<file path="src/local_interrupt_unit_pkg.sv">
// Package with register map, field layout, reset values and carrier types of the interrupt unit.
package local_interrupt_unit_pkg;

   // ==========================================================================
   // Register byte addresses
   // ==========================================================================
   localparam logic [31:0] ADDR_LOCAL_UNIT_IDENTIFIER   = 32'hFEE0_0020;
   localparam logic [31:0] ADDR_SPURIOUS_VECTOR_CONTROL = 32'hFEE0_00F0;
   localparam logic [31:0] ADDR_INTERRUPT_COMMAND_LOW   = 32'hFEE0_0300;
   localparam logic [31:0] ADDR_INTERRUPT_COMMAND_HIGH  = 32'hFEE0_0310;
   localparam logic [31:0] ADDR_LOCAL_PIN0_VECTOR_ENTRY = 32'hFEE0_0350;
   localparam logic [31:0] ADDR_LOCAL_PIN1_VECTOR_ENTRY = 32'hFEE0_0360;
   localparam logic [31:0] ADDR_ERROR_VECTOR_ENTRY      = 32'hFEE0_0370;

   // ==========================================================================
   // Field layout
   // ==========================================================================
   localparam int UNIT_ENABLE_BIT = 8;
   localparam int ID_LSB          = 24;
   localparam int ID_W            = 4;
   localparam int VEC_LSB         = 0;
   localparam int VEC_W           = 8;
   localparam int MODE_LSB        = 8;
   localparam int MODE_W          = 3;
   localparam int PENDING_BIT     = 12;
   localparam int POLARITY_BIT    = 13;
   localparam int TRIGGER_BIT     = 15;
   localparam int MASK_BIT        = 16;
   localparam int PAGE_SHIFT      = 12;
   localparam int START_ADDR_W    = 20;

   // ==========================================================================
   // Delivery modes
   // ==========================================================================
   localparam logic [MODE_W-1:0] MODE_STARTUP  = 3'h6;
   localparam logic [MODE_W-1:0] MODE_EXT_CTRL = 3'h7;
   localparam logic [MODE_W-1:0] MODE_NMI      = 3'h4;

   // ==========================================================================
   // Reset values and timing
   // ==========================================================================
   localparam logic [31:0] RST_SPURIOUS_VECTOR_CONTROL = 32'h0000_0000;
   localparam logic [31:0] RST_COMMAND                 = 32'h0000_0000;
   localparam logic [31:0] RST_VECTOR_ENTRY            = 32'h0001_0000;
   localparam logic [ID_W-1:0] RST_LOCAL_ID            = 4'h0;
   localparam logic [31:0] UNMAPPED_READ               = 32'h0000_0000;
   localparam int          ACK_WAIT_CYCLES             = 256;
   localparam int          ACK_CNT_W                   = 16;

   // ==========================================================================
   // Carrier types
   // ==========================================================================
   typedef struct packed {
      logic        wr;
      logic        rd;
      logic [31:0] addr;
      logic [31:0] wdata;
   } reg_req_t;

   typedef struct packed {
      logic                    valid;
      logic [ID_W-1:0]         dest;
      logic [MODE_W-1:0]       mode;
      logic [VEC_W-1:0]        vector;
      logic [START_ADDR_W-1:0] start_addr;
   } inter_processor_message_t;

   typedef enum logic [2:0] {
      SEND_IDLE = 3'b001,
      SEND_WAIT = 3'b010,
      SEND_FAIL = 3'b100
   } send_state_t;

endpackage

</file>
<file path="src/local_interrupt_unit.sv">
// Local interrupt unit: registers, start-up message sender, local pin and error delivery.
//
// Contract
// - Unit enable is bit 8 of spurious vector control, zero at reset, gates message sending and all interrupt delivery.
// - Identifier sits in bits 24 to 27; boot processor identifier resets to zero.
// - Identifier lsb is bit 24, so toggling it names the neighbour processor.
// - Start-up message carries 8-bit vector; start address is vector shifted left twelve.
// - Low command mode 110 selects start-up; vector is low byte, fields under mask.
// - High command word written first; writing low command word sends the message.
// - Error entry low byte is vector raised on local errors like failed delivery.
// - Error interrupts are delivered only while the unit enable bit is set.
// - Pin entry bits 8 to 10: 111b external-controller mode, 100b non-maskable.
// - Entry bit 16 masks: zero passes the interrupt, one blocks it.
// - Pin entry bit 15 selects trigger; zero means edge-triggered.
// - Pin entry bit 13 selects polarity; zero means active high.
// - External-controller mode forwards pin 0 events to the maskable interrupt input.
// - Non-maskable mode delivers pin 1 events as non-maskable interrupts.
module local_interrupt_unit #(
   parameter logic [local_interrupt_unit_pkg::ID_W-1:0] LOCAL_ID =
      local_interrupt_unit_pkg::RST_LOCAL_ID,
   parameter int ACK_WAIT = local_interrupt_unit_pkg::ACK_WAIT_CYCLES
) (
   // Clock and reset
   input  wire logic                                       i_ref_clk,
   input  wire logic                                       i_nrst,
   // Register access from the host core
   input  wire local_interrupt_unit_pkg::reg_req_t         i_req,
   output logic [31:0]                                     o_rdata,
   output logic                                            o_rd_valid,
   // Local interrupt pins
   input  wire logic                                       i_local_pin0,
   input  wire logic                                       i_local_pin1,
   // Message link to the peer unit
   output local_interrupt_unit_pkg::inter_processor_message_t o_msg,
   input  wire logic                                       i_msg_ack,
   input  wire logic                                       i_msg_reject,
   // Interrupts to the core
   output logic                                            o_maskable_int,
   output logic                                            o_nmi,
   output logic                                            o_err_irq,
   output logic [local_interrupt_unit_pkg::VEC_W-1:0]      o_err_vector,
   output logic                                            o_unit_enabled
);

   localparam logic [local_interrupt_unit_pkg::ACK_CNT_W-1:0] ACK_LAST =
      local_interrupt_unit_pkg::ACK_CNT_W'(ACK_WAIT - 1);

   typedef struct packed {
      logic [local_interrupt_unit_pkg::ID_W-1:0]       local_id;
      logic [31:0]                                     spurious_ctl;
      logic [31:0]                                     cmd_low;
      logic [31:0]                                     cmd_high;
      logic [31:0]                                     pin0_entry;
      logic [31:0]                                     pin1_entry;
      logic [31:0]                                     err_entry;
      local_interrupt_unit_pkg::send_state_t           send_state;
      logic [local_interrupt_unit_pkg::ACK_CNT_W-1:0]  ack_cnt;
      logic [31:0]                                     rdata;
      logic                                            rd_valid;
      local_interrupt_unit_pkg::inter_processor_message_t msg;
      logic                                            maskable_int;
      logic                                            nmi;
      logic                                            err_irq;
      logic [local_interrupt_unit_pkg::VEC_W-1:0]      err_vector;
   } unit_state_t;

   unit_state_t state_r;
   unit_state_t state_nxt;
   logic        pin0_event;
   logic        pin1_event;

   // ==========================================================================
   // Field helpers
   // ==========================================================================
   function automatic logic [local_interrupt_unit_pkg::MODE_W-1:0] entry_mode(
      input logic [31:0] entry);
      entry_mode = entry[local_interrupt_unit_pkg::MODE_LSB +:
                         local_interrupt_unit_pkg::MODE_W];
   endfunction

   function automatic logic entry_open(input logic [31:0] entry);
      entry_open = ~entry[local_interrupt_unit_pkg::MASK_BIT];
   endfunction

   function automatic logic [local_interrupt_unit_pkg::VEC_W-1:0] entry_vector(
      input logic [31:0] entry);
      entry_vector = entry[local_interrupt_unit_pkg::VEC_LSB +:
                           local_interrupt_unit_pkg::VEC_W];
   endfunction

   // One pin may feed either core input, depending on its programmed mode.
   function automatic logic pin_delivers(
      input logic                                       evt,
      input logic [31:0]                                entry,
      input logic [local_interrupt_unit_pkg::MODE_W-1:0] mode);
      pin_delivers = evt & entry_open(entry) & (entry_mode(entry) == mode);
   endfunction

   // ==========================================================================
   // Pin qualifiers
   // ==========================================================================
   local_pin_event_detect u_pin0 (
      .i_ref_clk    (i_ref_clk),
      .i_nrst       (i_nrst),
      .i_pin        (i_local_pin0),
      .i_active_low (state_r.pin0_entry[local_interrupt_unit_pkg::POLARITY_BIT]),
      .i_level_mode (state_r.pin0_entry[local_interrupt_unit_pkg::TRIGGER_BIT]),
      .o_event      (pin0_event)
   );

   local_pin_event_detect u_pin1 (
      .i_ref_clk    (i_ref_clk),
      .i_nrst       (i_nrst),
      .i_pin        (i_local_pin1),
      .i_active_low (state_r.pin1_entry[local_interrupt_unit_pkg::POLARITY_BIT]),
      .i_level_mode (state_r.pin1_entry[local_interrupt_unit_pkg::TRIGGER_BIT]),
      .o_event      (pin1_event)
   );

   // ==========================================================================
   // Next state
   // ==========================================================================
   logic enabled;
   logic send_req;
   logic send_fail;
   logic pending;

   always_comb begin
      state_nxt = state_r;
      enabled   = state_r.spurious_ctl[local_interrupt_unit_pkg::UNIT_ENABLE_BIT];
      pending   = (state_r.send_state == local_interrupt_unit_pkg::SEND_WAIT);
      send_req  = 1'b0;
      send_fail = 1'b0;

      state_nxt.rd_valid  = 1'b0;
      state_nxt.msg.valid = 1'b0;
      state_nxt.err_irq   = 1'b0;

      // Register writes other than the identifier store the whole word, so untouched bits
      // survive a read-modify-write by software.
      if (i_req.wr) begin
         case (i_req.addr)
            local_interrupt_unit_pkg::ADDR_LOCAL_UNIT_IDENTIFIER: begin
               state_nxt.local_id = i_req.wdata[local_interrupt_unit_pkg::ID_LSB +:
                                                local_interrupt_unit_pkg::ID_W];
            end
            local_interrupt_unit_pkg::ADDR_SPURIOUS_VECTOR_CONTROL: begin
               state_nxt.spurious_ctl = i_req.wdata;
            end
            local_interrupt_unit_pkg::ADDR_INTERRUPT_COMMAND_LOW: begin
               state_nxt.cmd_low = i_req.wdata;
               send_req          = 1'b1;
            end
            local_interrupt_unit_pkg::ADDR_INTERRUPT_COMMAND_HIGH: begin
               state_nxt.cmd_high = i_req.wdata;
            end
            local_interrupt_unit_pkg::ADDR_LOCAL_PIN0_VECTOR_ENTRY: begin
               state_nxt.pin0_entry = i_req.wdata;
            end
            local_interrupt_unit_pkg::ADDR_LOCAL_PIN1_VECTOR_ENTRY: begin
               state_nxt.pin1_entry = i_req.wdata;
            end
            local_interrupt_unit_pkg::ADDR_ERROR_VECTOR_ENTRY: begin
               state_nxt.err_entry = i_req.wdata;
            end
            default: begin
               state_nxt.rd_valid = 1'b0;
            end
         endcase
      end

      // Reads are answered one cycle later; the pending flag is live state.
      if (i_req.rd) begin
         state_nxt.rd_valid = 1'b1;
         case (i_req.addr)
            local_interrupt_unit_pkg::ADDR_LOCAL_UNIT_IDENTIFIER: begin
               state_nxt.rdata = '0;
               state_nxt.rdata[local_interrupt_unit_pkg::ID_LSB +:
                               local_interrupt_unit_pkg::ID_W] = state_r.local_id;
            end
            local_interrupt_unit_pkg::ADDR_SPURIOUS_VECTOR_CONTROL: begin
               state_nxt.rdata = state_r.spurious_ctl;
            end
            local_interrupt_unit_pkg::ADDR_INTERRUPT_COMMAND_LOW: begin
               state_nxt.rdata = state_r.cmd_low;
               state_nxt.rdata[local_interrupt_unit_pkg::PENDING_BIT] = pending;
            end
            local_interrupt_unit_pkg::ADDR_INTERRUPT_COMMAND_HIGH: begin
               state_nxt.rdata = state_r.cmd_high;
            end
            local_interrupt_unit_pkg::ADDR_LOCAL_PIN0_VECTOR_ENTRY: begin
               state_nxt.rdata = state_r.pin0_entry;
            end
            local_interrupt_unit_pkg::ADDR_LOCAL_PIN1_VECTOR_ENTRY: begin
               state_nxt.rdata = state_r.pin1_entry;
            end
            local_interrupt_unit_pkg::ADDR_ERROR_VECTOR_ENTRY: begin
               state_nxt.rdata = state_r.err_entry;
            end
            default: begin
               state_nxt.rdata = local_interrupt_unit_pkg::UNMAPPED_READ;
            end
         endcase
      end

      // ========================================================================
      // Message sender
      // ========================================================================
      case (state_r.send_state)
         local_interrupt_unit_pkg::SEND_IDLE: begin
            // A command write while disabled is stored but sends nothing.
            if (send_req && enabled) begin
               state_nxt.msg.valid  = 1'b1;
               state_nxt.msg.dest   = state_r.cmd_high[local_interrupt_unit_pkg::ID_LSB +:
                                                       local_interrupt_unit_pkg::ID_W];
               state_nxt.msg.mode   = entry_mode(i_req.wdata);
               state_nxt.msg.vector = entry_vector(i_req.wdata);
               state_nxt.msg.start_addr = local_interrupt_unit_pkg::START_ADDR_W'(
                  {entry_vector(i_req.wdata),
                   {local_interrupt_unit_pkg::PAGE_SHIFT{1'b0}}});
               state_nxt.ack_cnt    = '0;
               state_nxt.send_state = local_interrupt_unit_pkg::SEND_WAIT;
            end
         end
         local_interrupt_unit_pkg::SEND_WAIT: begin
            // A second command write during a pending send is not launched.
            if (i_msg_ack) begin
               state_nxt.send_state = local_interrupt_unit_pkg::SEND_IDLE;
            end else if (i_msg_reject || state_r.ack_cnt == ACK_LAST) begin
               state_nxt.send_state = local_interrupt_unit_pkg::SEND_FAIL;
            end else begin
               state_nxt.ack_cnt = state_r.ack_cnt +
                                   local_interrupt_unit_pkg::ACK_CNT_W'(1);
            end
         end
         local_interrupt_unit_pkg::SEND_FAIL: begin
            send_fail            = 1'b1;
            state_nxt.send_state = local_interrupt_unit_pkg::SEND_IDLE;
         end
         default: begin
            state_nxt.send_state = local_interrupt_unit_pkg::SEND_IDLE;
         end
      endcase

      // ========================================================================
      // Interrupt delivery to the core
      // ========================================================================
      state_nxt.maskable_int = enabled &
         (pin_delivers(pin0_event, state_r.pin0_entry,
                       local_interrupt_unit_pkg::MODE_EXT_CTRL) |
          pin_delivers(pin1_event, state_r.pin1_entry,
                       local_interrupt_unit_pkg::MODE_EXT_CTRL));
      state_nxt.nmi = enabled &
         (pin_delivers(pin1_event, state_r.pin1_entry,
                       local_interrupt_unit_pkg::MODE_NMI) |
          pin_delivers(pin0_event, state_r.pin0_entry,
                       local_interrupt_unit_pkg::MODE_NMI));

      if (send_fail && enabled && entry_open(state_r.err_entry)) begin
         state_nxt.err_irq    = 1'b1;
         state_nxt.err_vector = entry_vector(state_r.err_entry);
      end

      // Disabling the unit abandons a pending send without raising an error.
      if (!enabled) begin
         state_nxt.send_state = local_interrupt_unit_pkg::SEND_IDLE;
      end
   end

   // ==========================================================================
   // State register
   // ==========================================================================
   always_ff @(posedge i_ref_clk or negedge i_nrst) begin
      if (!i_nrst) begin
         state_r.local_id     <= LOCAL_ID;
         state_r.spurious_ctl <= local_interrupt_unit_pkg::RST_SPURIOUS_VECTOR_CONTROL;
         state_r.cmd_low      <= local_interrupt_unit_pkg::RST_COMMAND;
         state_r.cmd_high     <= local_interrupt_unit_pkg::RST_COMMAND;
         state_r.pin0_entry   <= local_interrupt_unit_pkg::RST_VECTOR_ENTRY;
         state_r.pin1_entry   <= local_interrupt_unit_pkg::RST_VECTOR_ENTRY;
         state_r.err_entry    <= local_interrupt_unit_pkg::RST_VECTOR_ENTRY;
         state_r.send_state   <= local_interrupt_unit_pkg::SEND_IDLE;
         state_r.ack_cnt      <= '0;
         state_r.rdata        <= '0;
         state_r.rd_valid     <= 1'b0;
         state_r.msg          <= '0;
         state_r.maskable_int <= 1'b0;
         state_r.nmi          <= 1'b0;
         state_r.err_irq      <= 1'b0;
         state_r.err_vector   <= '0;
      end else begin
         state_r <= state_nxt;
      end
   end

   // ==========================================================================
   // Outputs
   // ==========================================================================
   assign o_rdata        = state_r.rdata;
   assign o_rd_valid     = state_r.rd_valid;
   assign o_msg          = state_r.msg;
   assign o_maskable_int = state_r.maskable_int;
   assign o_nmi          = state_r.nmi;
   assign o_err_irq      = state_r.err_irq;
   assign o_err_vector   = state_r.err_vector;
   assign o_unit_enabled =
      state_r.spurious_ctl[local_interrupt_unit_pkg::UNIT_ENABLE_BIT];

endmodule // local_interrupt_unit

</file>
<file path="src/local_pin_event_detect.sv">
// Polarity and trigger-mode qualifier for one local interrupt pin.
module local_pin_event_detect (
   // Clock and reset
   input  wire logic i_ref_clk,
   input  wire logic i_nrst,
   // Pin and its configuration
   input  wire logic i_pin,
   input  wire logic i_active_low,
   input  wire logic i_level_mode,
   // Qualified event
   output logic      o_event
);

   typedef struct packed {
      logic prev;
      logic event_out;
   } pin_state_t;

   pin_state_t state_r;
   pin_state_t state_nxt;
   logic       asserted;

   // ==========================================================================
   // Next state
   // ==========================================================================
   always_comb begin
      asserted            = i_pin ^ i_active_low;
      state_nxt           = state_r;
      state_nxt.prev      = asserted;
      // Edge mode gives a one-cycle pulse; level mode follows the input.
      if (i_level_mode) begin
         state_nxt.event_out = asserted;
      end else begin
         state_nxt.event_out = asserted & ~state_r.prev;
      end
   end

   always_ff @(posedge i_ref_clk or negedge i_nrst) begin
      if (!i_nrst) begin
         state_r <= '0;
      end else begin
         state_r <= state_nxt;
      end
   end

   assign o_event = state_r.event_out;

endmodule // local_pin_event_detect

</file>
<file path="config.mk">
export PLATFORM = sky130hd
export DESIGN_NAME = local_interrupt_unit
export DESIGN_NICKNAME = d
export VERILOG_FILES = /design/src/local_interrupt_unit_pkg.sv /design/src/local_interrupt_unit.sv /design/src/local_pin_event_detect.sv
export SDC_FILE = /design/constraint.sdc
export NUM_CORES = 1
export LEC_CHECK = 0
export BUFFER_PORTS_ARGS = -buffer_cell sky130_fd_sc_hd__buf_2
export CAP_MARGIN = 20
export CORE_MARGIN = 5
export CORE_UTILIZATION = 59
export CTS_BUF_LIST = sky130_fd_sc_hd__clkbuf_16
export DETAILED_ROUTE_END_ITERATION = 10
export GPL_TIMING_DRIVEN = 0
export PLACE_DENSITY = 0.81
export SYNTH_ARGS = -nofsm -noshare
export SYNTH_HDL_FRONTEND = slang
export SYNTH_SLANG_ARGS = --single-unit
</file>
<file path="constraint.sdc">
create_clock -name i_ref_clk -period 2.7 [get_ports i_ref_clk]
set_clock_uncertainty 0.2 [all_clocks]
set_input_delay 0.135 -clock i_ref_clk [delete_from_list [all_inputs] [get_ports i_ref_clk]]
set_output_delay 0.135 -clock i_ref_clk [all_outputs]
set_load 0.02 [all_outputs]
</file>
==> metrics.txt, run 1 <==
Tot GR Track Use=25.86%; Root Buffer=clkbuf_16; register area=6963 sq um; Worst EP required=between 2 and 3 ns; Clock Path Buffers=3; register share of total power=47.7%; vias in the first global route=9,307; type of destination of the critical path=flop; Via Count=8,977; Synth Area per Inst=13.24 sq um; PwrDens=559.9 nW/um^2; Main synth FF type=dfrtp_1; sequential share of the synthesized area=53.38%; most frequent cells in the layout=273 x dfrtp_1, 186 x mux2_2, 150 x buf_2; Max Cap Viol=0; Final HPWL DP=20,870 um; internal power=between 6 and 7 mW; Max FO, Critical Path=10; clk_lat worst skew=0.54 ns; Synth Instances=985; area occupied by multi-input gates=approximately 5200 sq um; largest net degree at the start of global routing=119; total net switching power=~1.9 mW; final antenna-violating net count=0; CORE AREA=between 20,000 and 25,000 sq um; Final setup violation count=0; H-tree levels=1; CP Class=flop to flop; CTS tree=yes; crit-path max cell delay=0.50 ns; Lkg Pwr=between 8 and 9 nW; number of I/O pins=153; unrepaired setup endpoints after global routing=false; fin area=15,650 sq um; family with the most delay on the worst path=simple AND/OR/NAND/NOR gates; WL/cell=between 20 and 25 um; Max Transition Viols Final=0; commonest non-fill, non-tap cell in the layout=dfrtp_1; CP most frequent cell=buf_2; slowest cell on the critical path=dfrtp_2; first-pass GRT wire length=approximately 51,000 um; Bufs and invs on worst path=2; Rows=54; outcome=complete, no violations; count of state elements after synthesis=278; number of flops mapped to enable cells by yosys=0; Max Clk Rate=between 300 and 400 MHz; Worst-path clk slew=0.06 ns; R2R Setup Slk=around 0.13 ns; placed instance area=14,200 sq um; final WL=32,650 um; layout cells sized above 1=42.90%; Die Y-Extent=158.7 um; Initial Util=59.76%; number of antenna violations at the first check in global routing=0; Hold Vio Cnt, Final=0; CTS buffer count=28; drt first pass iters=8; layout overhead on the synthesized area=20.02%; # fillers=~1,500; Hold Crit Class=input pin to flop; Syn. warnings=0; power consumption=8.764 mW; nets=1,284; VDD IR-drop max=about 0.00056 V; asr flop ratio synth=100.0%; crit path DAT=2.79 ns; PortBufs=140; Switching Share=22.06%; die area=25,180 sq um; Clock power frac=roughly 48%; startpoint type of the worst setup path=flop; critical path cell sequence=nor4bb_1 > and3_1 > and4_1 > buf_2 > buf_2 > mux2_2; Worst Hold Margin=slightly below 0.05 ns; clock sink count=278; part of the power in combinational logic=4.6%; synth unique cells=67; Die Wd=158.7 um; DR vias/cell=5.929; Slew HR=between 30% and 40%; gpl congestion=0.8422; Synth Cell Area=roughly 13,000 sq um; DR iter-0 viols=approximately 810; DRC viols=0; Final Cycle Share=between 90% and 100%; minimum clock period=2.568 ns; Remaining Overflow, GRT=0; TNS Setup=0 ns; Worst Max-Slew Pin Slew=a little under 1 ns
[power by group through the flow]
| stage | sequential, mW | clock (mW) | combinational [mW] |
|---|---|---|---|
| global route | 4.17 | 4.41 | 0.440 |
| floorplan | 4.26 | 0 | 0.118 |
| CTS | 4.18 | 4.22 | 0.403 |
| finish | 4.18 | 4.19 | 0.402 |
| global placement | 4.25 | 0 | 0.334 |
| detailed placement | 4.25 | 0 | 0.351 |
[registers in the layout (all words and copies together), names as in the netlist, 8 cells and up]
| signal | count |
|---|---|
| o_msg | 16 |
| o_err_vector | 8 |
| state_r | 213 |
| o_rdata | 32 |
[layer usage]
layer / wire, um / global-route usage (%) / vias to the layer above
li1: - / - / 4013
met1: 13360 / 35.42 / 4553
met2: 15930 / 42.34 / 338
met3: 2315 / 4.403 / 73
met4: 1039 / 8.652 / 0
met5: 0 / 0 / -
[final timing paths]
check,startpoint,end,cells after the start
min in group asynchronous,i_nrst,state_r[159],3
max reg2reg,o_unit_enabled,o_msg[33],6
max,o_unit_enabled,o_msg[33],6
max in group asynchronous,i_nrst,o_unit_enabled,5
min reg2reg,u_pin1.state_r[1],u_pin1.o_event,1
min,i_req[36],o_rdata[24],6
[Yosys cell counts (all sizes together), types with 9 or more instances]
| master | number | area (sq um) |
|---|---|---|
| nand2 | 17 | 66.32 |
| a222oi | 26 | 260.3 |
| mux2 | 224 | 2635 |
| buf | 104 | 778.3 |
| dfrtp | 274 | 6857 |
| nor2b | 25 | 156.4 |
| o2bb2ai | 25 | 219.0 |
| a211o | 23 | 201.4 |
| nor4 | 10 | 92.59 |
| nor2 | 51 | 196.4 |
| a221o | 9 | 90.09 |
| nand3 | 15 | 75.07 |
| mux2i | 29 | 290.3 |
| nor3 | 11 | 87.58 |
| a21oi | 10 | 50.05 |
| clkbuf | 27 | 101.4 |
[repair_timing]
action	in CTS	in global routing
gates resized for setup	3	2
setup endpoints to repair	10	7
cloned	0	0
hold buffers	44	0
hold endpoints to repair	388	0
buffers inserted	0	0
[cell type report]
cell class / instances / area share (%)
plain buffers: 129 / 5.572
clock inverters: 23 / 1.711
diodes: 1 / 0.01599
repair buffers: 187 / 7.738
multi-input cells: 582 / 33.49
flip-flops and latches: 278 / 44.48
clock buffers: 29 / 4.636
inverters: 5 / 0.1199
well taps: 280 / 2.238
[through the flow]
| step | setup WS, ns | utilization, % | std cells |
|---|---|---|---|
| floorplan | 0.3636 | - | 996 |
| global placement | -3.695 | 64.76 | 1416 |
| detailed placement | -0.2429 | 65.06 | 1418 |
| CTS | 0.03004 | 71.67 | 1513 |
| global route | 0.002973 | 71.71 | 1513 |
| finish | 0.1316 | 71.72 | 1514 |
[worst reg2reg max path, delay by kind of cell, from the launching register on]
kind	cells	cell delay [ns]
flops	1	0.50
simple gates	3	0.85
mux	1	0.36
buf+inv	2	0.55
[logic make-up after synthesis]
group | count (synthesis) | synth area share (%)
AOI/OAI and AO/OA | 138 | 8.990
adders and majority gates | 1 | 0.09593
other | 1 | 0.02875
muxes | 253 | 22.43
buffers and inverters | 136 | 6.889
xor gates and xnor gates | 5 | 0.3359
and+or+nand+nor | 173 | 7.848
DFF | 278 | 53.38
No activity file was read; power rests on OpenSTA's default activity.
==> inputs of run 2 (changes only) <==
PLACE_DENSITY = 0.91   (was 0.81)
==> metrics.txt, run 2 (synthesis results as in run 1) <==
grt met3 use=5.029% (was 4.403%); power consumption=8.802 mW (was 8.764 mW); Largest register FFs=213 (unchanged); fin area=15,700 sq um (was 15,650 sq um); Worst Max-Slew Pin Slew=1.048 ns (was 0.9745 ns); Rows=54 (unchanged); Clock power frac=47.9% (was 47.8%); CP Class=input pin to flop (was flop to flop); outcome=complete, no violations (unchanged); Hold Crit Class=input pin to flop (unchanged); Max Cap Viol=0 (unchanged); Die Wd=158.7 um (unchanged); final WL=33,340 um (was 32,650 um); Largest Register=state_r (unchanged); minimum clock period=2.604 ns (was 2.568 ns); Remaining Overflow, GRT=0 (unchanged); type of destination of the critical path=flop (unchanged); Worst Hold Margin=0.05222 ns (was 0.04852 ns); Final HPWL DP=21,690 um (was 20,870 um); startpoint type of the worst setup path=input pin (was flop); clock sink count=278 (unchanged); CTS tree=yes (unchanged); CP startpoint=i_req[64] (was o_unit_enabled); number of I/O pins=153 (unchanged); largest net degree at the start of global routing=121 (was 119); Via Count=9,373 (was 8,977); Lkg Pwr=8.160 nW (was 8.141 nW); vias in the first global route=9,770 (was 9,307); GR Layer Usage met2=43.17% (was 42.34%); first-pass GRT wire length=52,530 um (was 50,820 um); critical path cell sequence=dlygate4sd3_1 > buf_2 > inv_1 > nor4_1 > o211ai_1 > clkbuf_1 > nor2_1 > a211o_1 (was nor4bb_1 > and3_1 > and4_1 > buf_2 > buf_2 > mux2_2); unrepaired setup endpoints after global routing=false (unchanged); TNS Setup=0 ns (unchanged); Post-Place Worst Slack=-0.2686 ns (was -0.2429 ns); Tot GR Track Use=26.49% (was 25.86%); drt first pass iters=7 (was 8); die area=25,180 sq um (unchanged); Ant. Diodes=0 (was 1); CTS buffer count=29 (was 28); GR met1 Demand/Resource=34.57% (was 35.42%); Final setup violation count=0 (unchanged); Slew HR=28.36% (was 33.35%); nets=1,288 (was 1,284); Worst EP required=2.94 ns (was 2.92 ns); commonest non-fill, non-tap cell in the layout=dfrtp_1 (unchanged); Final Cycle Share=96.43% (was 95.13%); PortBufs=140 (unchanged); # fillers=1,375 (was 1,475); Initial Util=59.76% (unchanged); Die Y-Extent=158.7 um (unchanged); PnR worst setup slack=0.09650 ns (was 0.1316 ns); Max Transition Viols Final=0 (unchanged); worst hold path startpoint=i_req[40] (was i_req[36]); H-tree levels=1 (unchanged); PwrDens=560.6 nW/um^2 (was 559.9 nW/um^2); internal power=6.842 mW (was 6.831 mW); total net switching power=1.960 mW (was 1.934 mW); DRC viols=0 (unchanged); most frequent cells in the layout=273 x dfrtp_1, 186 x mux2_2, 150 x buf_2 (unchanged); Clock Path Buffers=3 (unchanged); VDD IR-drop max=0.0004975 V (was 0.0005646 V); part of the power in combinational logic=4.7% (was 4.6%); crit-path max cell delay=0.62 ns (was 0.50 ns); CORE AREA=21,820 sq um (unchanged); Max Clk Rate=384.1 MHz (was 389.3 MHz); crit path DAT=2.84 ns (was 2.79 ns); Hold Vio Cnt, Final=0 (unchanged); clk_lat worst skew=0.55 ns (was 0.54 ns); register share of total power=47.5% (was 47.7%); Worst-path clk slew=0.06 ns (about the same); DR iter-0 viols=799 (was 805); layout cells sized above 1=42.81% (was 42.90%); Root Buffer=clkbuf_16 (unchanged); Max FO, Critical Path=10 (unchanged); Switching Share=22.26% (was 22.06%); layout overhead on the synthesized area=20.39% (was 20.02%); grt peak-use layer=met2 (unchanged); gpl congestion=0.8857 (was 0.8422); WL/cell=21.96 um (was 21.56 um); final antenna-violating net count=0 (unchanged); number of antenna violations at the first check in global routing=0 (unchanged); placed instance area=14,200 sq um (unchanged); FF-to-FF Start=o_unit_enabled (unchanged); DR vias/cell=6.175 (was 5.929); slowest cell on the critical path=clkbuf_1 (was dfrtp_2)
[run 2: changes by cell type in the layout (fill, tap and decap cells not counted), sizes merged]
cell and delta:
clkbuf +1, diode -1, dlygate4sd3 +1, buf +1, inv +2
[run 2: through the flow]
stage / util [%] / cells
after global placement: 64.76 / 1416
after detailed placement: 65.06 / 1418
after CTS: 71.84 / 1517
after floorplan: - / 996
after global routing: 71.94 / 1518
final: 71.94 / 1518
[run 2: power groups by stage]
stage	clock [mW]	combinational (mW)	sequential [mW]
floorplan	0	0.118	4.26
global placement	0	0.330	4.25
detailed placement	0	0.348	4.25
CTS	4.23	0.405	4.18
global route	4.42	0.447	4.18
finish	4.21	0.412	4.18
[run 2: timing repair]
action,4_1_cts,5_1_grt
pin swaps,0,0
resized for setup,2,4
endpoints found under the setup margin,8,11
gates cloned,0,0
hold endpoints to repair,378,0
buffers inserted,0,0
hold buffers,46,0
[run 2: cell type report]
type,count,area [sq um],area share [%]
Buffer,130,875.8,5.579
Clock buffer,29,725.7,4.622
Clock inverter,25,277.8,1.769
Inverter,5,18.77,0.1195
Multi-Input combinational cell,582,5248,33.42
Sequential cell,278,6963,44.35
Tap cell,280,350.3,2.231
Timing Repair Buffer,189,1241,7.906
[run 2: worst paths after layout]
check | end | cells after the start | slack, ns
max in group asynchronous | o_msg[30] | 5 | 0.78
hold / removal | state_r[293] | 4 | 0.05
min in group asynchronous | state_r[192] | 4 | 0.46
setup / recovery | o_rdata[3] | 8 | 0.1
hold reg to reg | u_pin0.o_event | 1 | 0.23
setup reg to reg | o_msg[33] | 6 | 0.1
[run 2: metal layers]
| layer | wire (um) | share of wire (%) |
|---|---|---|
| met5 | 0 | 0 |
| met4 | 1580 | 4.7 |
| met3 | 2867 | 8.6 |
| met2 | 16060 | 48 |
| met1 | 12830 | 38 |
[run 2: critical path, delay by kind of cell]
family | cells | cell delay (ns)
simple gates | 2 | 0.31
compound gates | 2 | 0.62
buf+inv | 4 | 1.77
